[config.mk]
export PLATFORM = sky130hd
export DESIGN_NAME = pmtx_csrs
export DESIGN_NICKNAME = d
export VERILOG_FILES = /design/src/logic/pmtx_pkg.sv /design/src/logic/pmtx_csrs.sv
export SDC_FILE = /design/constraint.sdc
export NUM_CORES = 1
export LEC_CHECK = 0
export ABC_AREA = 1
export BUFFER_PORTS_ARGS = -buffer_cell sky130_fd_sc_hd__buf_4
export CAP_MARGIN = 20
export CORE_MARGIN = 5
export CORE_UTILIZATION = 44
export CTS_CLUSTER_DIAMETER = 100
export CTS_CLUSTER_SIZE = 16
export DETAILED_ROUTE_END_ITERATION = 10
export HOLD_SLACK_MARGIN = 0.15
export PLACE_DENSITY = 0.7
export SYNTH_ARGS = -nofsm -noshare
export SYNTH_HDL_FRONTEND = slang
export SYNTH_SLANG_ARGS = --single-unit
export TNS_END_PERCENT = 10
[constraint.sdc]
create_clock -name pclk -period 4.5 [get_ports pclk]
set_input_delay 0.9 -clock pclk [delete_from_list [all_inputs] [get_ports pclk]]
set_output_delay 0.9 -clock pclk [all_outputs]
set_load 0.05 [all_outputs]
[src/logic/pmtx_pkg.sv]
package pmtx_pkg;

	// Register byte offsets
	localparam logic [7:0] OFF_PM    = 8'h90;
	localparam logic [7:0] OFF_TXBR  = 8'h9c;
	localparam logic [7:0] OFF_ROM   = 8'ha0;
	localparam logic [7:0] OFF_SA_LO = 8'ha4;
	localparam logic [7:0] OFF_SA_HI = 8'ha8;
	localparam logic [7:0] OFF_CTRL  = 8'hb0;

	// Power-management command/status fields
	localparam int PM_WAKE_FLAG_BIT = 15;
	localparam int PM_WAKE_EN_BIT   = 8;
	localparam int PM_STATE_LSB     = 0;
	localparam int PM_STATE_W       = 2;

	// Transmit burst count / idle timeout fields
	localparam int TXBR_CNT_LSB = 16;
	localparam int TXBR_CNT_W   = 5;
	localparam int TXBR_TO_LSB  = 0;
	localparam int TXBR_TO_W    = 12;

	// Boot ROM port fields
	localparam int   ROM_SEL16_BIT  = 31;
	localparam int   ROM_RD_BIT     = 27;
	localparam int   ROM_WR_BIT     = 26;
	localparam int   ROM_ADDR_LSB   = 8;
	localparam int   ROM_ADDR_W     = 17;
	localparam int   ROM_DATA_LSB   = 0;
	localparam int   ROM_DATA_W     = 8;
	localparam logic ROM_SEL16_RST  = 1'b1;

	// Station address byte positions
	localparam int SA_HI_BYTE_LSB = 24;
	localparam int SA_MH_BYTE_LSB = 16;
	localparam int SA_ML_BYTE_LSB = 8;
	localparam int SA_LO_BYTE_LSB = 0;
	localparam int SA_BYTE_W      = 8;

	// Local control/status fields
	localparam int CTRL_IDLE_EN_BIT  = 0;
	localparam int CTRL_FOUR_LED_BIT = 1;
	localparam int CTRL_BUSY_BIT     = 8;
	localparam int CTRL_SPEED_BIT    = 9;

	// Timing
	localparam int CLK_PERIOD_NS = 8;
	localparam int TICK_100_NS   = 2560;
	localparam int TICK_10_NS    = 25600;
	localparam int TICK_100_CYC  = (TICK_100_NS + CLK_PERIOD_NS - 1) / CLK_PERIOD_NS;
	localparam int TICK_10_CYC   = (TICK_10_NS + CLK_PERIOD_NS - 1) / CLK_PERIOD_NS;
	localparam int SYNC_STAGES   = 2;

	typedef enum logic [1:0] {
		PS_D0    = 2'b00,
		PS_D1    = 2'b01,
		PS_D2    = 2'b10,
		PS_D3HOT = 2'b11
	} pmtx_pstate_t;

	typedef enum logic [1:0] {
		FL_IDLE    = 2'b00,
		FL_READ    = 2'b01,
		FL_WRITE   = 2'b10,
		FL_RECOVER = 2'b11
	} pmtx_fl_state_t;

endpackage : pmtx_pkg

[src/logic/pmtx_csrs.sv]
`timescale 1ns/10ps
module pmtx_csrs #(
	parameter int         FLASH_ACCESS_NS = 120,
	parameter logic       SUPPORT_D1      = 1'b0,
	parameter logic       SUPPORT_D2      = 1'b0,
	parameter int         ADDR_W          = 8
) (
	// APB slave
	input  wire logic              pclk,
	input  wire logic              presetn,
	input  wire logic              psel,
	input  wire logic              penable,
	input  wire logic              pwrite,
	input  wire logic [ADDR_W-1:0] paddr,
	input  wire logic [31:0]       pwdata,
	output logic      [31:0]       prdata,
	output logic                   pready,
	output logic                   pslverr,
	// Power management
	input  wire logic              wake_event,
	output logic      [1:0]        power_state,
	output logic                   pme_out,
	output logic                   pme_oe,
	// Transmit events from the MAC
	input  wire logic              link_speed_100,
	input  wire logic              tx_burst_ok,
	input  wire logic              tx_burst_fail,
	input  wire logic              tx_start,
	output logic                   tx_done_irq,
	output logic                   tx_idle_irq,
	// Serial EEPROM loader
	input  wire logic              ee_load,
	input  wire logic [47:0]       ee_station_addr,
	// Flash boot ROM pins
	output logic      [16:0]       flash_addr,
	output logic                   flash_ce_n,
	output logic                   flash_oe_n,
	output logic                   flash_we_n,
	input  wire logic [7:0]        flash_dq_in,
	output logic      [7:0]        flash_dq_out,
	output logic                   flash_dq_oe,
	// Shared LED / address pin
	input  wire logic              led_fd_col,
	output logic                   shared_led_pin
);

	localparam int FL_RD_CYC =
		(FLASH_ACCESS_NS + pmtx_pkg::CLK_PERIOD_NS - 1) / pmtx_pkg::CLK_PERIOD_NS
		+ pmtx_pkg::SYNC_STAGES;
	localparam int FL_WR_CYC =
		(FLASH_ACCESS_NS + pmtx_pkg::CLK_PERIOD_NS - 1) / pmtx_pkg::CLK_PERIOD_NS;

	// Register state
	logic                            wake_signal_enable;
	logic                            wake_event_flag;
	pmtx_pkg::pmtx_pstate_t          power_state_field;
	logic [pmtx_pkg::TXBR_CNT_W-1:0] tx_burst_count;
	logic [pmtx_pkg::TXBR_TO_W-1:0]  tx_idle_timeout;
	logic                            rom_addr16_pin_select;
	logic                            rom_rd_req;
	logic                            rom_wr_req;
	logic [pmtx_pkg::ROM_ADDR_W-1:0] rom_addr;
	logic [pmtx_pkg::ROM_DATA_W-1:0] rom_data;
	logic [7:0]                      station_addr_byte0;
	logic [7:0]                      station_addr_byte1;
	logic [7:0]                      station_addr_byte2;
	logic [7:0]                      station_addr_byte3;
	logic [7:0]                      station_addr_byte4;
	logic [7:0]                      station_addr_byte5;
	logic                            tx_idle_irq_enable;
	logic                            four_led_mode_select;

	// Engine state
	pmtx_pkg::pmtx_fl_state_t fl_state;
	pmtx_pkg::pmtx_fl_state_t next_fl_state;
	logic [15:0]              fl_cnt;
	logic [7:0]               dq_meta;
	logic [7:0]               dq_sync;
	logic [4:0]               burst_seen;
	logic [11:0]              idle_timer;
	logic                     idle_armed;
	logic [11:0]              presc;

	// Supported power states: D0 and D3hot always, others by parameter
	function automatic logic ps_supported(input logic [1:0] ps);
		ps_supported = (ps == pmtx_pkg::PS_D0) || (ps == pmtx_pkg::PS_D3HOT)
			|| ((ps == pmtx_pkg::PS_D1) && SUPPORT_D1)
			|| ((ps == pmtx_pkg::PS_D2) && SUPPORT_D2);
	endfunction : ps_supported

	// Address decode; unaligned or unknown offsets answer with an error
	wire aligned   = (paddr[1:0] == 2'b00);
	wire hit_pm    = aligned && (paddr == ADDR_W'(pmtx_pkg::OFF_PM));
	wire hit_txbr  = aligned && (paddr == ADDR_W'(pmtx_pkg::OFF_TXBR));
	wire hit_rom   = aligned && (paddr == ADDR_W'(pmtx_pkg::OFF_ROM));
	wire hit_sa_lo = aligned && (paddr == ADDR_W'(pmtx_pkg::OFF_SA_LO));
	wire hit_sa_hi = aligned && (paddr == ADDR_W'(pmtx_pkg::OFF_SA_HI));
	wire hit_ctrl  = aligned && (paddr == ADDR_W'(pmtx_pkg::OFF_CTRL));
	wire hit_any   = hit_pm | hit_txbr | hit_rom | hit_sa_lo | hit_sa_hi | hit_ctrl;
	wire access    = psel && penable;
	wire wr        = access && pwrite;
	wire fl_busy   = (fl_state != pmtx_pkg::FL_IDLE);

	// Zero wait states; error only on unmapped access
	assign pready  = 1'b1;
	assign pslverr = access && !hit_any;

	// Read words built from fields; reserved bits read zero
	wire [31:0] rd_pm = (32'(wake_event_flag) << pmtx_pkg::PM_WAKE_FLAG_BIT)
		| (32'(wake_signal_enable) << pmtx_pkg::PM_WAKE_EN_BIT)
		| (32'(power_state_field) << pmtx_pkg::PM_STATE_LSB);
	wire [31:0] rd_txbr = (32'(tx_burst_count) << pmtx_pkg::TXBR_CNT_LSB)
		| (32'(tx_idle_timeout) << pmtx_pkg::TXBR_TO_LSB);
	wire [31:0] rd_rom = (32'(rom_addr16_pin_select) << pmtx_pkg::ROM_SEL16_BIT)
		| (32'(rom_rd_req) << pmtx_pkg::ROM_RD_BIT)
		| (32'(rom_wr_req) << pmtx_pkg::ROM_WR_BIT)
		| (32'(rom_addr) << pmtx_pkg::ROM_ADDR_LSB)
		| (32'(rom_data) << pmtx_pkg::ROM_DATA_LSB);
	wire [31:0] rd_sa_lo = (32'(station_addr_byte3) << pmtx_pkg::SA_HI_BYTE_LSB)
		| (32'(station_addr_byte2) << pmtx_pkg::SA_MH_BYTE_LSB)
		| (32'(station_addr_byte1) << pmtx_pkg::SA_ML_BYTE_LSB)
		| (32'(station_addr_byte0) << pmtx_pkg::SA_LO_BYTE_LSB);
	wire [31:0] rd_sa_hi = (32'(station_addr_byte5) << pmtx_pkg::SA_ML_BYTE_LSB)
		| (32'(station_addr_byte4) << pmtx_pkg::SA_LO_BYTE_LSB);
	wire [31:0] rd_ctrl = (32'(tx_idle_irq_enable) << pmtx_pkg::CTRL_IDLE_EN_BIT)
		| (32'(four_led_mode_select) << pmtx_pkg::CTRL_FOUR_LED_BIT)
		| (32'(fl_busy) << pmtx_pkg::CTRL_BUSY_BIT)
		| (32'(link_speed_100) << pmtx_pkg::CTRL_SPEED_BIT);
	wire [31:0] rd_word = hit_pm ? rd_pm : hit_txbr ? rd_txbr : hit_rom ? rd_rom
		: hit_sa_lo ? rd_sa_lo : hit_sa_hi ? rd_sa_hi : hit_ctrl ? rd_ctrl : 32'h0000_0000;

	// Write field slices
	wire [1:0]  wr_ps     = pwdata[pmtx_pkg::PM_STATE_LSB +: pmtx_pkg::PM_STATE_W];
	wire [16:0] wr_raddr  = pwdata[pmtx_pkg::ROM_ADDR_LSB +: pmtx_pkg::ROM_ADDR_W];
	wire [7:0]  wr_rdata  = pwdata[pmtx_pkg::ROM_DATA_LSB +: pmtx_pkg::ROM_DATA_W];
	// ROM port fields other than the pin select are locked while an access runs
	wire        rom_wr_ok = wr && hit_rom && !fl_busy;
	wire        rd_done   = (fl_state == pmtx_pkg::FL_READ) && (fl_cnt == 16'(FL_RD_CYC - 1));
	wire        wr_done   = (fl_state == pmtx_pkg::FL_WRITE) && (fl_cnt == 16'(FL_WR_CYC - 1));

	// Read data sampled in the setup phase, presented in the access phase
	always_ff @(posedge pclk or negedge presetn)
	begin
		if (!presetn)
			prdata <= 32'h0000_0000;
		else if (psel && !penable && !pwrite)
			prdata <= rd_word;
	end

	// Power management command/status
	always_ff @(posedge pclk or negedge presetn)
	begin
		if (!presetn)
		begin
			wake_signal_enable <= 1'b0;
			wake_event_flag    <= 1'b0;
			power_state_field  <= pmtx_pkg::PS_D0;
		end
		else
		begin
			if (wr && hit_pm)
				wake_signal_enable <= pwdata[pmtx_pkg::PM_WAKE_EN_BIT];
			if (wake_event)
				wake_event_flag <= 1'b1;
			else if (wr && hit_pm && pwdata[pmtx_pkg::PM_WAKE_FLAG_BIT])
				wake_event_flag <= 1'b0;
			if (wr && hit_pm && ps_supported(wr_ps))
				power_state_field <= pmtx_pkg::pmtx_pstate_t'(wr_ps);
		end
	end

	// Wake output is open-drain, pulled low only when enabled
	always_ff @(posedge pclk or negedge presetn)
	begin
		if (!presetn)
			pme_oe <= 1'b0;
		else
			pme_oe <= wake_event_flag && wake_signal_enable;
	end
	assign pme_out     = 1'b0;
	assign power_state = power_state_field;

	// Transmit burst / timeout and local control registers
	always_ff @(posedge pclk or negedge presetn)
	begin
		if (!presetn)
		begin
			tx_burst_count       <= '0;
			tx_idle_timeout      <= '0;
			tx_idle_irq_enable   <= 1'b0;
			four_led_mode_select <= 1'b0;
		end
		else
		begin
			if (wr && hit_txbr)
			begin
				tx_burst_count  <= pwdata[pmtx_pkg::TXBR_CNT_LSB +: pmtx_pkg::TXBR_CNT_W];
				tx_idle_timeout <= pwdata[pmtx_pkg::TXBR_TO_LSB +: pmtx_pkg::TXBR_TO_W];
			end
			if (wr && hit_ctrl)
			begin
				tx_idle_irq_enable   <= pwdata[pmtx_pkg::CTRL_IDLE_EN_BIT];
				four_led_mode_select <= pwdata[pmtx_pkg::CTRL_FOUR_LED_BIT];
			end
		end
	end

	// Station address: EEPROM load takes precedence over a same-cycle bus write
	always_ff @(posedge pclk or negedge presetn)
	begin
		if (!presetn)
		begin
			station_addr_byte0 <= 8'h00;
			station_addr_byte1 <= 8'h00;
			station_addr_byte2 <= 8'h00;
			station_addr_byte3 <= 8'h00;
			station_addr_byte4 <= 8'h00;
			station_addr_byte5 <= 8'h00;
		end
		else if (ee_load)
		begin
			{station_addr_byte5, station_addr_byte4} <= ee_station_addr[47:32];
			{station_addr_byte3, station_addr_byte2} <= ee_station_addr[31:16];
			{station_addr_byte1, station_addr_byte0} <= ee_station_addr[15:0];
		end
		else if (wr && hit_sa_lo)
		begin
			station_addr_byte3 <= pwdata[pmtx_pkg::SA_HI_BYTE_LSB +: pmtx_pkg::SA_BYTE_W];
			station_addr_byte2 <= pwdata[pmtx_pkg::SA_MH_BYTE_LSB +: pmtx_pkg::SA_BYTE_W];
			station_addr_byte1 <= pwdata[pmtx_pkg::SA_ML_BYTE_LSB +: pmtx_pkg::SA_BYTE_W];
			station_addr_byte0 <= pwdata[pmtx_pkg::SA_LO_BYTE_LSB +: pmtx_pkg::SA_BYTE_W];
		end
		else if (wr && hit_sa_hi)
		begin
			station_addr_byte5 <= pwdata[pmtx_pkg::SA_ML_BYTE_LSB +: pmtx_pkg::SA_BYTE_W];
			station_addr_byte4 <= pwdata[pmtx_pkg::SA_LO_BYTE_LSB +: pmtx_pkg::SA_BYTE_W];
		end
	end

	// Burst counter; a failed burst breaks the consecutive run
	wire [5:0] burst_next = {1'b0, burst_seen} + 6'h01;
	wire       burst_hit  = tx_burst_ok && (burst_next >= {1'b0, tx_burst_count});
	always_ff @(posedge pclk or negedge presetn)
	begin
		if (!presetn)
		begin
			burst_seen  <= 5'h00;
			tx_done_irq <= 1'b0;
		end
		else
		begin
			tx_done_irq <= burst_hit;
			if (tx_burst_fail || burst_hit)
				burst_seen <= 5'h00;
			else if (tx_burst_ok)
				burst_seen <= burst_next[4:0];
		end
	end

	// Prescaler picks its period from the link speed each tick
	wire [11:0] presc_lim = link_speed_100 ? 12'(pmtx_pkg::TICK_100_CYC - 1)
		: 12'(pmtx_pkg::TICK_10_CYC - 1);
	wire        run       = idle_armed && tx_idle_irq_enable;
	wire        tick      = run && (presc >= presc_lim);
	always_ff @(posedge pclk or negedge presetn)
	begin
		if (!presetn)
			presc <= 12'h000;
		else if (!run || tick)
			presc <= 12'h000;
		else
			presc <= presc + 12'h001;
	end

	// Idle timer armed by each completed burst, disarmed by a new transmit
	wire expire = tick && (idle_timer <= 12'h001);
	always_ff @(posedge pclk or negedge presetn)
	begin
		if (!presetn)
		begin
			idle_timer  <= 12'h000;
			idle_armed  <= 1'b0;
			tx_idle_irq <= 1'b0;
		end
		else
		begin
			tx_idle_irq <= expire && !tx_start;
			if (tx_start)
				idle_armed <= 1'b0;
			else if (tx_burst_ok)
			begin
				idle_timer <= tx_idle_timeout;
				idle_armed <= 1'b1;
			end
			else if (expire)
				idle_armed <= 1'b0;
			else if (tick)
				idle_timer <= idle_timer - 12'h001;
		end
	end

	// ROM port register; hardware completion clears the request bits
	always_ff @(posedge pclk or negedge presetn)
	begin
		if (!presetn)
		begin
			rom_addr16_pin_select <= pmtx_pkg::ROM_SEL16_RST;
			rom_rd_req            <= 1'b0;
			rom_wr_req            <= 1'b0;
			rom_addr              <= '0;
			rom_data              <= '0;
		end
		else
		begin
			if (wr && hit_rom)
				rom_addr16_pin_select <= pwdata[pmtx_pkg::ROM_SEL16_BIT];
			if (rom_wr_ok)
			begin
				rom_addr   <= wr_raddr;
				rom_data   <= wr_rdata;
				rom_rd_req <= pwdata[pmtx_pkg::ROM_RD_BIT];
				rom_wr_req <= pwdata[pmtx_pkg::ROM_WR_BIT];
			end
			if (rd_done)
			begin
				rom_data   <= dq_sync;
				rom_rd_req <= 1'b0;
			end
			if (wr_done)
				rom_wr_req <= 1'b0;
		end
	end

	// Flash data input synchroniser
	always_ff @(posedge pclk or negedge presetn)
	begin
		if (!presetn)
		begin
			dq_meta <= 8'h00;
			dq_sync <= 8'h00;
		end
		else
		begin
			dq_meta <= flash_dq_in;
			dq_sync <= dq_meta;
		end
	end

	// Flash access sequencer; a read wins when both requests are set
	always_comb
	begin
		next_fl_state = fl_state;
		unique case (fl_state)
			pmtx_pkg::FL_IDLE:
				if (rom_rd_req)
					next_fl_state = pmtx_pkg::FL_READ;
				else if (rom_wr_req)
					next_fl_state = pmtx_pkg::FL_WRITE;
			pmtx_pkg::FL_READ:
				if (rd_done)
					next_fl_state = pmtx_pkg::FL_RECOVER;
			pmtx_pkg::FL_WRITE:
				if (wr_done)
					next_fl_state = pmtx_pkg::FL_RECOVER;
			pmtx_pkg::FL_RECOVER:
				next_fl_state = pmtx_pkg::FL_IDLE;
		endcase
	end

	// Strobes registered so the pins never glitch on state decode
	always_ff @(posedge pclk or negedge presetn)
	begin
		if (!presetn)
		begin
			fl_state    <= pmtx_pkg::FL_IDLE;
			fl_cnt      <= 16'h0000;
			flash_ce_n  <= 1'b1;
			flash_oe_n  <= 1'b1;
			flash_we_n  <= 1'b1;
			flash_dq_oe <= 1'b0;
		end
		else
		begin
			fl_state    <= next_fl_state;
			fl_cnt      <= (next_fl_state == fl_state) ? fl_cnt + 16'h0001 : 16'h0000;
			flash_ce_n  <= !((next_fl_state == pmtx_pkg::FL_READ)
				|| (next_fl_state == pmtx_pkg::FL_WRITE));
			flash_oe_n  <= !(next_fl_state == pmtx_pkg::FL_READ);
			flash_we_n  <= !(next_fl_state == pmtx_pkg::FL_WRITE);
			// Data held one cycle past the write strobe for hold time
			flash_dq_oe <= (next_fl_state == pmtx_pkg::FL_WRITE)
				|| ((next_fl_state == pmtx_pkg::FL_RECOVER) && (fl_state == pmtx_pkg::FL_WRITE));
		end
	end
	assign flash_addr   = rom_addr;
	assign flash_dq_out = rom_data;

	// Shared pin: address line 16 only in four-LED mode with select set
	always_ff @(posedge pclk or negedge presetn)
	begin
		if (!presetn)
			shared_led_pin <= 1'b0;
		else
			shared_led_pin <= (four_led_mode_select && rom_addr16_pin_select)
				? rom_addr[pmtx_pkg::ROM_ADDR_W-1] : led_fd_col;
	end

endmodule : pmtx_csrs

Word-level counts from Yosys, hierarchy flattened
Index checks and enable logic that the tools add are counted.
{"block": "word_totals", "inputBits": 108, "word_cells": 183, "out_inout_bits": 70, "register_bits": 203}
{"block": "classes", "n_bitwise": 20, "muxes": 45, "n_reduce_logical": 58, "magnitude_cmp": 3, "n_eq_ne": 18, "add_sub_neg": 4}
{"op": "$mux W32", "count": 4}
{"op": "$mux W8", "count": 16}
{"op": "$or A32 B8 Y32", "count": 2}
{"op": "$mux W12", "count": 5}
{"op": "$eq A8 B8 Y1 const B", "count": 6}
{"op": "$mux W16", "count": 2}
{"op": "$or A32 B16 Y32", "count": 1}
{"op": "$or A32 B24 Y32", "count": 1}
{"op": "$or A32 B25 Y32", "count": 1}
{"op": "$or A32 B27 Y32", "count": 1}
{"op": "$or A32 B28 Y32", "count": 1}
{"op": "$logic_and A1 B1 Y1", "count": 30}
{"op": "$or A21 B12 Y21", "count": 1}
{"op": "$add A16 B1 Y16 const B", "count": 1}
{"op": "$eq A16 B4 Y1 const B", "count": 1}
{"op": "$eq A16 B5 Y1 const B", "count": 1}
{"op": "$or A16 B2 Y16", "count": 1}
{"op": "$or A16 B8 Y16", "count": 1}
{"op": "$or A16 B9 Y16", "count": 1}
{"op": "$reduce_bool A2 Y1", "count": 8}
{"op": "$add A12 B1 Y12 const B", "count": 1}
{"op": "$ge A12 B12 Y1", "count": 1}
{"op": "$le A12 B1 Y1 const B", "count": 1}
{"op": "$sub A12 B1 Y12 const B", "count": 1}
{"op": "other kinds (22)", "count": 59}

Logic depth before layout (Yosys ltp)
Gate-level depths: netlist of the first run.
{"block": "logic_depth", "depth_word": 9, "mapped_depth": 12, "depth_no_buf": 11}

Worst setup path before layout of the first run
OpenSTA, ideal clock, no wires.
{"block": "synth_path", "path_type": "input to output", "start": "input port paddr[6]", "end": "output port pslverr", "t_required_ps": 3600, "arrival_ps": 3052, "path_slack_ps": 548, "cell_stages": 8, "path_buffers": 2, "cell_sequence": "inv_1 -> nand2_2 -> nor2_8 -> nand2_4 -> inv_2 -> buf_6 -> buf_6 -> nor4_1"}
{"block": "synth_between", "elab_chain_cells": 9, "elab_cells_between_ends": 19, "cone_classes": "eq/ne (6); bitwise (5); reduce/logical (8)"}
{"item": "start, declared", "line": "pmtx_csrs.sv:14", "rtl": "input wire logic [ADDR_W-1:0] paddr,"}
{"item": "$eq A8 B8 Y1 (on tied branches)", "line": "pmtx_csrs.sv:93, pmtx_csrs.sv:94"}
{"item": "$logic_and A1 B1 Y1 (on tied branches)", "line": "pmtx_csrs.sv:93, pmtx_csrs.sv:94"}
{"item": "$or A1 B1 Y1 (4 in a row)", "line": "pmtx_csrs.sv:99", "rtl": "wire hit_any = hit_pm | hit_txbr | hit_rom | hit_sa_lo | hit_sa_hi | hit_ctrl;"}
{"item": "$or A1 B1 Y1 *", "line": "pmtx_csrs.sv:99"}
{"item": "$logic_not A1 Y1 *", "line": "pmtx_csrs.sv:106", "rtl": "assign pslverr = access && !hit_any;"}
{"item": "$logic_and A1 B1 Y1 *", "line": "pmtx_csrs.sv:106"}
{"item": "end, declared", "line": "pmtx_csrs.sv:18", "rtl": "output logic pslverr,"}
Every way passes the cells marked *; elsewhere a longest branch is shown, timed or not.

Worst setup path after layout of the first run
{"block": "layout_path", "start": "input port paddr[7]", "end": "output port pslverr"}
The elaborated chain is that of the path after synthesis.

==> impl_metrics.csv, run 1 <==
group,metric,value,unit
status,status,"finished clean",
route,final_antenna_net_count,0,
clocking,cts_setup_buffers,0,
critical_path,crit_buf_inv,3,
yosys,synth_edf_count,0,
clocking,ctsResizeCount,0,
timing,fin_tns_setup,0,ns
die,die_w,161,um
clocking,cts-root-buf,"clkbuf_16",
cells_and_area,multi_input_area,4220,um^2
job,cap_violations,0,
clocking,clockBufferDepth,3,
die,initial_core_util,44.5,%
critical_path,path_max_fanout,20,
cells_and_area,fillers,2076,
yosys,synth_area_per_cell,8.29,um^2
placement,dp_hpwl,21000,um
route,vias_per_cell,5.29,
yosys,yosysUniqueCellTypes,48,
route,first_iter_violations,751,
cells_and_area,seq_area,5080,um^2
yosys,yosysTopAreaCellShare,49.8,%
yosys,yosysTopAreaCell,"dfrtp_1",
placement,routabilityCongestion,0.889,
global_route,grt-ovfl-total,0,
critical_path,critPathLaunchType,"input port",
cells_and_area,layout.nets,1486,
clocking,path_clk_slew,0.06,ns
power_and_ir_drop,power.leakage,6.05,nW
power_and_ir_drop,p_seq_share,50.4,%
clocking,cts_buffers,16,
route,dr.pass1.iters,5,
yosys,ys_dominant_reg_cell,"dfrtp_1",
yosys,synth.most_common_cell,"nand2_1",
power_and_ir_drop,ir_drop,0.246,mV
yosys,synthesis.area,10000,um^2
critical_path,slowest_stage,"nor4_1",
clocking,clock-sinks,203,
route,drcViolationCount,0,
power_and_ir_drop,p_clk_share,31.9,%
cells_and_area,fin_util,53.0,%
yosys,ys_ff_latch,203,
timing,slew_headroom,52.2,%
die,core-area,22500,um^2
timing,tightestPinTransition,0.717,ns
global_route,grt_pass1_vias,8437,
power_and_ir_drop,intPower,0.00289,W
die,die_h,161,um
route,wl_per_cell,17.5,um
global_route,grt_pass1_wl,45800,um
power_and_ir_drop,pwr_density_cell,344,nW/um^2
critical_path,slowest_delay,0.47,ns
cells_and_area,area_growth,19.2,%
timing,setup_viol,0,
critical_path,path_cells,"buf_4 -> nand2_2 -> nor2_8 -> nand2_4 -> inv_2 -> nor4_1 -> buf_4",
yosys,ys_seq_area_share,50.8,%
critical_path,arrival,2.41,ns
timing,finalHoldViolCount,0,
global_route,antenna_found_initial,1,
power_and_ir_drop,swShare,29.7,%
global_route,track_usage,22.0,%
timing,finalCritPeriodShare,73.6,%
route,wl,28900,um
placement,portBuffers,175,
yosys,synth_common_cells,"nand2_1 (332), dfrtp_1 (199), nor2_1 (141)",
die,boundaryPins,178,
yosys,syn-num-nets,1334,
critical_path,cp_top_family,"simple AND/OR/NAND/NOR gates",
critical_path,critical_path_class,"in -> out",
worst_hold_path,hold_class,"reg -> reg",
route,vias,8740,
critical_path,path_common_cell,"buf_4",
clocking,cts_tree,"yes",
critical_path,r2r_cells,9,
die,rows,55,
critical_path,cp.required,3.60,ns
critical_path,path_depth,7,
critical_path,endpoint_kind,"output pin",
clocking,clock_latency,0.50,ns
power_and_ir_drop,netSwitchingPower,0.00122,W
timing,rsz0062_at_grt,"false",
clocking,hold_buffers,0,
yosys,synth_cells,1207,
yosys,synthArstFlopShare,100,%
die,dieArea,25900,um^2
global_route,grt_max_degree,87,
power_and_ir_drop,comb_power_share,17.7,%
worst_hold_path,whs_path_depth,0,
yosys,yosys_warnings,0,
timing,final_max_slew_viol_count,0,
clocking,ctsHtreeMaxLevel,1,
cells_and_area,drive_gt1_share,18.2,%
yosys,ys_top_cells_by_area,"dfrtp_1 (50%), nand2_1 (12%), nor2_1 (5.3%)",
timing,finalCriticalPeriod,3.31,ns
timing,max_freq,0.302,GHz
timing,finClkSkew,0.0309,ns
[registers in the layout, summed over array words and instances (netlist names), 12 cells and up]
| signal | count |
|---|---|
| idle_timer | 12 |
| presc | 12 |
| flash_addr | 17 |
| prdata | 32 |
| fl_cnt | 16 |
| tx_idle_timeout | 12 |
[final cells by class]
type,count,share of cell area [%]
clock buffer,22,3.55
sequential,203,42.6
timing repair buffer,181,11.6
multi-input combinational,841,35.4
inverter,116,3.67
antenna,1,0.0210
tap,285,2.99
clock inverter,2,0.199
[placed cells by master (no fill, tap or decap), types with 3 or more instances in the layout]
| master | count |
|---|---|
| nand2_1 | 332 |
| dfrtp_1 | 199 |
| buf_4 | 179 |
| nor2_1 | 141 |
| inv_1 | 105 |
| nand3_1 | 75 |
| o21ai_0 | 69 |
| a21oi_1 | 32 |
| o211ai_1 | 19 |
| xor2_1 | 19 |
| ha_1 | 19 |
| a22oi_1 | 18 |
| nand4_1 | 16 |
| clkbuf_16 | 16 |
| nor3_1 | 15 |
| a21oi_2 | 12 |
| inv_2 | 9 |
| o22ai_1 | 9 |
| a31oi_1 | 8 |
| o21ai_1 | 7 |
| nand2_2 | 6 |
| clkbuf_1 | 6 |
| a22o_1 | 5 |
| xnor2_1 | 4 |
| dfstp_2 | 4 |
| nand3_2 | 3 |
| nor2_8 | 3 |
| nor3b_1 | 3 |
| nand2_4 | 3 |
[cells by family after synthesis]
kind of cell,share of synthesized area (%)
compound gates,11.3
xor+xnor,2.01
fa+ha+maj,2.38
buf+inv,7.00
flops,50.8
other cells,0.0751
simple gates,26.4
[worst register-to-register path: stages, from the launching register on]
cell and delay, ns:
dfrtp_1 0.41, inv_1 0.09, ha_1 0.27, o21ai_0 0.21, nor2_1 0.08, a21oi_1 0.16, nand3_2 0.26, nand2_1 0.43
nand2_1 0.10, nand2_1 0.08
[metal layers]
layer,wire length [um],global-route usage (%)
met5,0,0
met4,676,5.31
met3,2030,3.62
met2,13800,36.8
met1,12300,30.0
[per-stage QoR]
stage	power (W)	hold slack [ns]	worst slack, ns	area (um^2)	std cells
2_1_floorplan	0.00256	0.331	0.548	10000	1207
3_3_place_gp	0.00281	0.333	1.18	11500	1626
3_5_place_dp	0.00283	0.335	1.17	11500	1626
4_1_cts	0.00414	0.349	1.15	11900	1650
5_1_grt	0.00432	0.356	1.10	11900	1651
6_report	0.00411	0.347	1.19	11900	1651
[power by group through the flow]
stage / clock (W) / combinational, W / sequential, W
after floorplan: 0 / 0.000433 / 0.00213
after global placement: 0 / 0.000716 / 0.00210
after detailed placement: 0 / 0.000728 / 0.00210
after CTS: 0.00135 / 0.000730 / 0.00207
after global routing: 0.00141 / 0.000819 / 0.00208
final: 0.00131 / 0.000726 / 0.00207
[path summary, 6_finish.rpt]
| kind | from | to | slack, ns |
|---|---|---|---|
| setup / recovery | paddr[7] | pslverr | 1.19 |
| hold / removal | dq_meta[2]$_DFF_PN0_ | dq_sync[2]$_DFF_PN0_ | 0.35 |
| setup reg to reg | idle_timer[0]$_DFFE_PN0P_ | idle_timer[3]$_DFFE_PN0P_ | 2.33 |
| hold reg to reg | dq_meta[2]$_DFF_PN0_ | dq_sync[2]$_DFF_PN0_ | 0.35 |
| max in group asynchronous | presetn | dq_sync[4]$_DFF_PN0_ | 2.94 |
| min in group asynchronous | presetn | presc[8]$_DFF_PN0_ | 0.46 |
Note: power is estimated with default switching activity, not from simulation.
==> inputs of run 2 (changes only) <==
--- a/config.mk
+++ b/config.mk
@@ -5,7 +5,7 @@
 export SDC_FILE = /design/constraint.sdc
 export NUM_CORES = 1
 export LEC_CHECK = 0
-export ABC_AREA = 1
+export ABC_AREA = 0
 export BUFFER_PORTS_ARGS = -buffer_cell sky130_fd_sc_hd__buf_4
 export CAP_MARGIN = 20
 export CORE_MARGIN = 5
@@ -14,7 +14,7 @@
 export CTS_CLUSTER_SIZE = 16
 export DETAILED_ROUTE_END_ITERATION = 10
 export HOLD_SLACK_MARGIN = 0.15
-export PLACE_DENSITY = 0.7
+export PLACE_DENSITY = 0.73
 export SYNTH_ARGS = -nofsm -noshare
 export SYNTH_HDL_FRONTEND = slang
 export SYNTH_SLANG_ARGS = --single-unit
==> constraint.sdc (replaced) <==
create_clock -name pclk -period 2.7 [get_ports pclk]
set_input_delay 0.54 -clock pclk [delete_from_list [all_inputs] [get_ports pclk]]
set_output_delay 0.54 -clock pclk [all_outputs]
set_load 0.05 [all_outputs]
==> impl_metrics.csv, run 2 <==
group,metric,value,unit
critical_path,critical_path_class,"in -> out",
critical_path,path_max_fanout,2,
timing,worst_slack,0.151,ns
placement,placed_area,11600,um^2
power_and_ir_drop,ir_drop,0.456,mV
timing,tightestPinTransition,0.763,ns
critical_path,worstReg2RegEnd,"idle_timer[6]$_DFFE_PN0P_",
power_and_ir_drop,p_seq_share,49.2,%
route,wl,27200,um
cells_and_area,layout.nets,1283,
timing,max_freq,0.392,GHz
die,die_w,158,um
timing,fin_tns_setup,0,ns
yosys,synthSimpleGateAreaFrac,15.9,%
placement,dp_slack,0.152,ns
yosys,synthArstFlopShare,100,%
route,first_iter_violations,536,
die,die_h,158,um
die,rows,54,
clocking,cts_tree,"yes",
global_route,track_usage,21.5,%
cells_and_area,final_common_cell,"buf_4",
critical_path,slowest_stage,"or4_1",
timing,finClkSkew,0.0116,ns
cells_and_area,drive_gt1_share,23.9,%
clocking,clock_latency,0.48,ns
yosys,synth_top_family_by_area,"simple AND/OR/NAND/NOR gates",
timing,finalHoldViolCount,0,
yosys,synth_area_per_cell,9.97,um^2
critical_path,rrSetupSlack,0.20,ns
global_route,grt_max_degree,75,
critical_path,path_common_cell,"buf_4",
yosys,ys_top_cells_by_area,"dfrtp_1 (51%), nand2_1 (6.8%), mux2i_1 (5.3%)",
yosys,yosys_warnings,0,
critical_path,path_cells,"buf_4 -> or4_1 -> or2_2 -> o2111ai_1 -> nor4_4 -> buf_4",
yosys,synthesis.area,9700,um^2
clocking,path_clk_slew,0.07,ns
cells_and_area,area_growth,23.9,%
power_and_ir_drop,swShare,30.9,%
power_and_ir_drop,comb_power_share,20.3,%
worst_hold_path,hp-start,"flash_dq_in[7]",
yosys,synth_xor_area_share,2.62,%
yosys,yosysUniqueCellTypes,69,
clocking,clockBufferDepth,3,
timing,setup_viol,0,
global_route,grt_pass1_vias,8039,
yosys,ys_dominant_reg_cell,"dfrtp_1",
route,final_antenna_net_count,0,
cells_and_area,layout_common_cells,"buf_4 (213), dfrtp_1 (199), nand2_1 (175), o21ai_0 (82), nor2_1 (63)",
die,core-area,21800,um^2
placement,routabilityCongestion,0.900,
power_and_ir_drop,pwr_density_cell,606,nW/um^2
yosys,yosysTopAreaCell,"dfrtp_1",
cells_and_area,largest_reg_flops,32,
clocking,cts-root-buf,"clkbuf_16",
route,dr.pass1.iters,5,
worst_hold_path,min_to,"dq_meta[7]$_DFF_PN0_",
cells_and_area,largest-register,"prdata",
timing,slew_headroom,49.0,%
worst_hold_path,hold_class,"in -> reg",
yosys,syn-num-nets,1100,
yosys,synth_edf_count,0,
die,dieArea,25100,um^2
global_route,antenna_found_initial,0,
route,vias,7980,
yosys,synth_cells,973,
route,wl_per_cell,18.9,um
job,cap_violations,0,
die,boundaryPins,178,
yosys,ys_ff_latch,203,
yosys,synth-adder-area-share,2.45,%
route,drcViolationCount,0,
critical_path,arrival,2.01,ns
critical_path,slowest_delay,0.59,ns
critical_path,r2r_cells,5,
timing,finalCriticalPeriod,2.55,ns
cells_and_area,antenna_cells,0,
cells_and_area,fin_util,55.3,%
placement,dp_hpwl,20300,um
power_and_ir_drop,p_clk_share,30.5,%
yosys,synth_compound_gate_area_share,14.9,%
critical_path,r2r-start,"idle_timer[8]$_DFFE_PN0P_",
critical_path,critPathLaunchType,"input port",
critical_path,endpoint_kind,"output pin",
die,initial_core_util,44.6,%
yosys,ys_seq_area_share,52.4,%
clocking,ctsHtreeMaxLevel,1,
yosys,synth.most_common_cell,"dfrtp_1",
timing,holdWs,0.173,ns
critical_path,cp.required,2.16,ns
clocking,clock-sinks,203,
global_route,grt-ovfl-total,0,
power_and_ir_drop,intPower,0.00503,W
clocking,cts_buffers,16,
global_route,grt_pass1_wl,43200,um
worst_hold_path,whs_path_depth,1,
placement,portBuffers,175,
status,status,"finished clean",
timing,finalCritPeriodShare,94.4,%
yosys,synth_common_cells,"dfrtp_1 (199), nand2_1 (175), o21ai_0 (82)",
timing,rsz0062_at_grt,"false",
yosys,synth_mux_area_share,7.70,%
timing,final_max_slew_viol_count,0,
power_and_ir_drop,power.leakage,5.73,nW
route,vias_per_cell,5.54,
power_and_ir_drop,netSwitchingPower,0.00225,W
yosys,yosysTopAreaCellShare,51.3,%
cells_and_area,fin_area,12000,um^2
run 2: changes by cell type after synthesis, sizes merged, moves of 24 or more:
cell / change
mux2i: +51
inv: -84
nor2: -84
a21oi: -24
nand3: -50
nand2: -167
run 2: critical path, delay by kind of cell:
| family | cells | cell delay (ns) |
|---|---|---|
| compound gates | 1 | 0.18 |
| buf+inv | 2 | 0.33 |
| simple gates | 3 | 0.97 |
run 2: area by class of cell:
cell class              count  area (um^2)
fillers                  1865         9730
flip-flops and latches    203         5080
multi-input cells         682         4270
repair buffers            222         1750
clock buffers              22          444
well taps                 280          350
inverters                  31          116
clock inverters             1         7.51
run 2: how the worst max path moves through the flow:
stage                               from  cells after the start                        end
2_1_floorplan                   paddr[1]                      7                    pslverr
3_3_place_gp                    paddr[1]                      6                    pslverr
3_5_place_dp              link_speed_100                      7  idle_timer[6]$_DFFE_PN0P_
4_1_cts                         paddr[1]                      6                    pslverr
5_1_grt        idle_timer[8]$_DFFE_PN0P_                      5  idle_timer[6]$_DFFE_PN0P_
6_report                        paddr[1]                      6                    pslverr
run 2: cells by family (layout without fill, tap and decap cells):
logic type,after synthesis,count (layout)
other,2,2
multiplexers,72,72
XOR/XNOR,29,29
flip-flops,203,203
AO/OA/AOI/OAI,218,218
buffers and inverters,88,276
AND/OR/NAND/NOR,342,342
adder cells (fa/ha/maj),19,19
run 2: power by group through the flow:
stage / Clock, W / Sequential [W] / Combinational, W
finish: 0.00222 / 0.00359 / 0.00148
floorplan: 0 / 0.00387 / 0.000646
global placement: 0 / 0.00363 / 0.00145
detailed placement: 0 / 0.00364 / 0.00148
global route: 0.00237 / 0.00363 / 0.00163
CTS: 0.00227 / 0.00358 / 0.00149
run 2: timing repair:
item	in CTS	in global routing
hold endpoints to repair	69	0
hold buffers	2	0
resized for setup	0	0
buffers inserted	0	0
endpoints found under the setup margin	0	0
run 2: layer usage:
layer / part of all wire (%) / wire length, um / track usage [%] / up-vias
met3: 6.2 / 1690 / 4.24 / 36
li1: - / - / - / 3774
met4: 2.2 / 595 / 4.87 / 0
met1: 43 / 11600 / 29.0 / 3940
met5: 0 / 0 / 0 / -
met2: 49 / 13300 / 36.1 / 230
run 2: metrics by stage:
stage / cells / total power, W
floorplan: 973 / 0.00451
global placement: 1416 / 0.00508
detailed placement: 1416 / 0.00511
CTS: 1441 / 0.00734
global route: 1441 / 0.00762
finish: 1441 / 0.00729
==> inputs of run 3 (changes only) <==
==> constraint.sdc (replaced) <==
create_clock -name pclk -period 2.7 [get_ports pclk]
set_input_delay 0.135 -clock pclk [delete_from_list [all_inputs] [get_ports pclk]]
set_output_delay 0.135 -clock pclk [all_outputs]
set_load 0.05 [all_outputs]
==> impl_metrics.csv, run 3 (synthesis results as in run 2) <==
group,metric,value,unit
die,boundaryPins,178,
power_and_ir_drop,pwr_density_cell,570,nW/um^2
clocking,clock-sinks,203,
route,vias,8595,
die,initial_core_util,44.6,%
clocking,path_clk_slew,0.07,ns
cells_and_area,multi_input_area,4260,um^2
clocking,cts_setup_buffers,0,
clocking,ctsHtreeMaxLevel,1,
critical_path,arrival,2.92,ns
global_route,grt_max_degree,97,
cells_and_area,fin_area,13200,um^2
clocking,ctsResizeCount,0,
critical_path,path_max_fanout,11,
global_route,track_usage,23.1,%
placement,dp_hpwl,19400,um
cells_and_area,layout.cells.non_filler,1554,
critical_path,cp.required,3.06,ns
route,first_iter_violations,552,
cells_and_area,fillers,1791,
timing,max_freq,0.390,GHz
critical_path,critical_path_class,"in -> reg",
clocking,clock_latency,0.48,ns
cells_and_area,largest-register,"prdata",
timing,fin_tns_setup,0,ns
job,cap_violations,0,
timing,setup_viol,0,
cells_and_area,area_growth,35.8,%
timing,finalCritPeriodShare,95.0,%
global_route,antenna_found_initial,1,
route,final_antenna_net_count,0,
critical_path,slowest_stage,"dlygate4sd3_1",
timing,finalHoldViolCount,0,
global_route,grt_pass1_vias,8914,
worst_hold_path,hold_class,"in -> reg",
timing,final_max_slew_viol_count,0,
timing,tightestPinTransition,0.877,ns
timing,slew_headroom,41.6,%
clocking,cts-root-buf,"clkbuf_16",
route,dr.pass1.iters,5,
global_route,grt_pass1_wl,46600,um
critical_path,slowest_delay,0.62,ns
placement,portBuffers,175,
status,status,"finished clean",
critical_path,path_common_cell,"dlygate4sd3_1",
placement,placed_cells,1394,
route,vias_per_cell,5.53,
cells_and_area,largest_reg_flops,32,
timing,worst_slack,0.136,ns
power_and_ir_drop,power.leakage,6.20,nW
global_route,grt-ovfl-total,0,
placement,dp_slack,0.247,ns
clocking,cts_tree,"yes",
critical_path,critPathLaunchType,"input port",
route,drcViolationCount,0,
critical_path,path_cells,"dlygate4sd3_1 -> buf_4 -> and3_1 -> and2_2 -> buf_12 -> mux2i_1 -> o21ai_0 -> dlygate4sd3_1",
die,die_w,158,um
power_and_ir_drop,ir_drop,0.474,mV
cells_and_area,layout_common_cells,"dfrtp_1 (199), buf_4 (193), nand2_1 (175), dlygate4sd3_1 (135), o21ai_0 (82)",
route,wl,28800,um
die,dieArea,25100,um^2
clocking,clockBufferDepth,3,
timing,rsz0062_at_grt,"false",
critical_path,endpoint_kind,"register",
clocking,cts_buffers,16,
placement,placed_area,11400,um^2
timing,finalCriticalPeriod,2.56,ns
cells_and_area,layout.nets,1394,
cells_and_area,final_common_cell,"dfrtp_1",
cells_and_area,seq_area,5080,um^2
die,die_h,158,um
cells_and_area,drive_gt1_share,20.1,%
power_and_ir_drop,total_power,0.00751,W
placement,routabilityCongestion,0.909,
die,core-area,21800,um^2
route,wl_per_cell,18.5,um
die,rows,54,
timing,finClkSkew,0.0122,ns
clocking,hold_buffers,135,
run 3: critical path: cells and delay by family:
family,cells,cell delay [ns]
buffers and inverters,4,1.53
and+or+nand+nor,2,0.94
muxes,1,0.21
AOI/OAI and AO/OA,1,0.12
run 3: worst paths after layout:
check	start	to	slack, ns	depth (start not counted)
max	pwrite	station_addr_byte0[4]$_DFFE_PN0P_	0.14	8
min	penable	prdata[15]$_DFFE_PN0P_	0.17	4
max reg2reg	idle_timer[8]$_DFFE_PN0P_	idle_timer[6]$_DFFE_PN0P_	0.24	5
min reg2reg	dq_meta[4]$_DFF_PN0_	dq_sync[4]$_DFF_PN0_	0.36	0
max in group asynchronous	presetn	dq_sync[5]$_DFF_PN0_	1.54	3
min in group asynchronous	presetn	prdata[20]$_DFFE_PN0P_	0.26	2
run 3: metrics by stage:
step | utilization [%] | hold slack (ns)
2_1_floorplan | - | -0.161
4_1_cts | 60.5 | 0.155
3_3_place_gp | 52.2 | 0.238
3_5_place_dp | 52.2 | 0.237
6_report | 60.5 | 0.170
5_1_grt | 60.5 | 0.165
run 3: final cells by class:
cell class | instances | area share (%)
inverter | 31 | 0.883
clock buffer | 23 | 3.48
clock inverter | 1 | 0.0380
sequential | 203 | 38.6
timing repair buffer | 333 | 22.0
tap | 280 | 2.66
multi-input combinational | 682 | 32.3
antenna | 1 | 0.0190
run 3: routing by layer:
metal  track usage (%)  up-vias  wire [um]
met5                 0        -          0
met4              7.84        0        966
met3              3.81       67       1900
met2              38.4      324      13900
met1              31.1     4225      12000
li1                  -     3979          -
run 3: power breakdown:
group          switching, W  leakage, nW  total, W  internal (W)
combinational      0.000963         3.34   0.00167      0.000710
sequential         0.000267         2.63   0.00359       0.00332
clock               0.00107        0.227   0.00225       0.00118
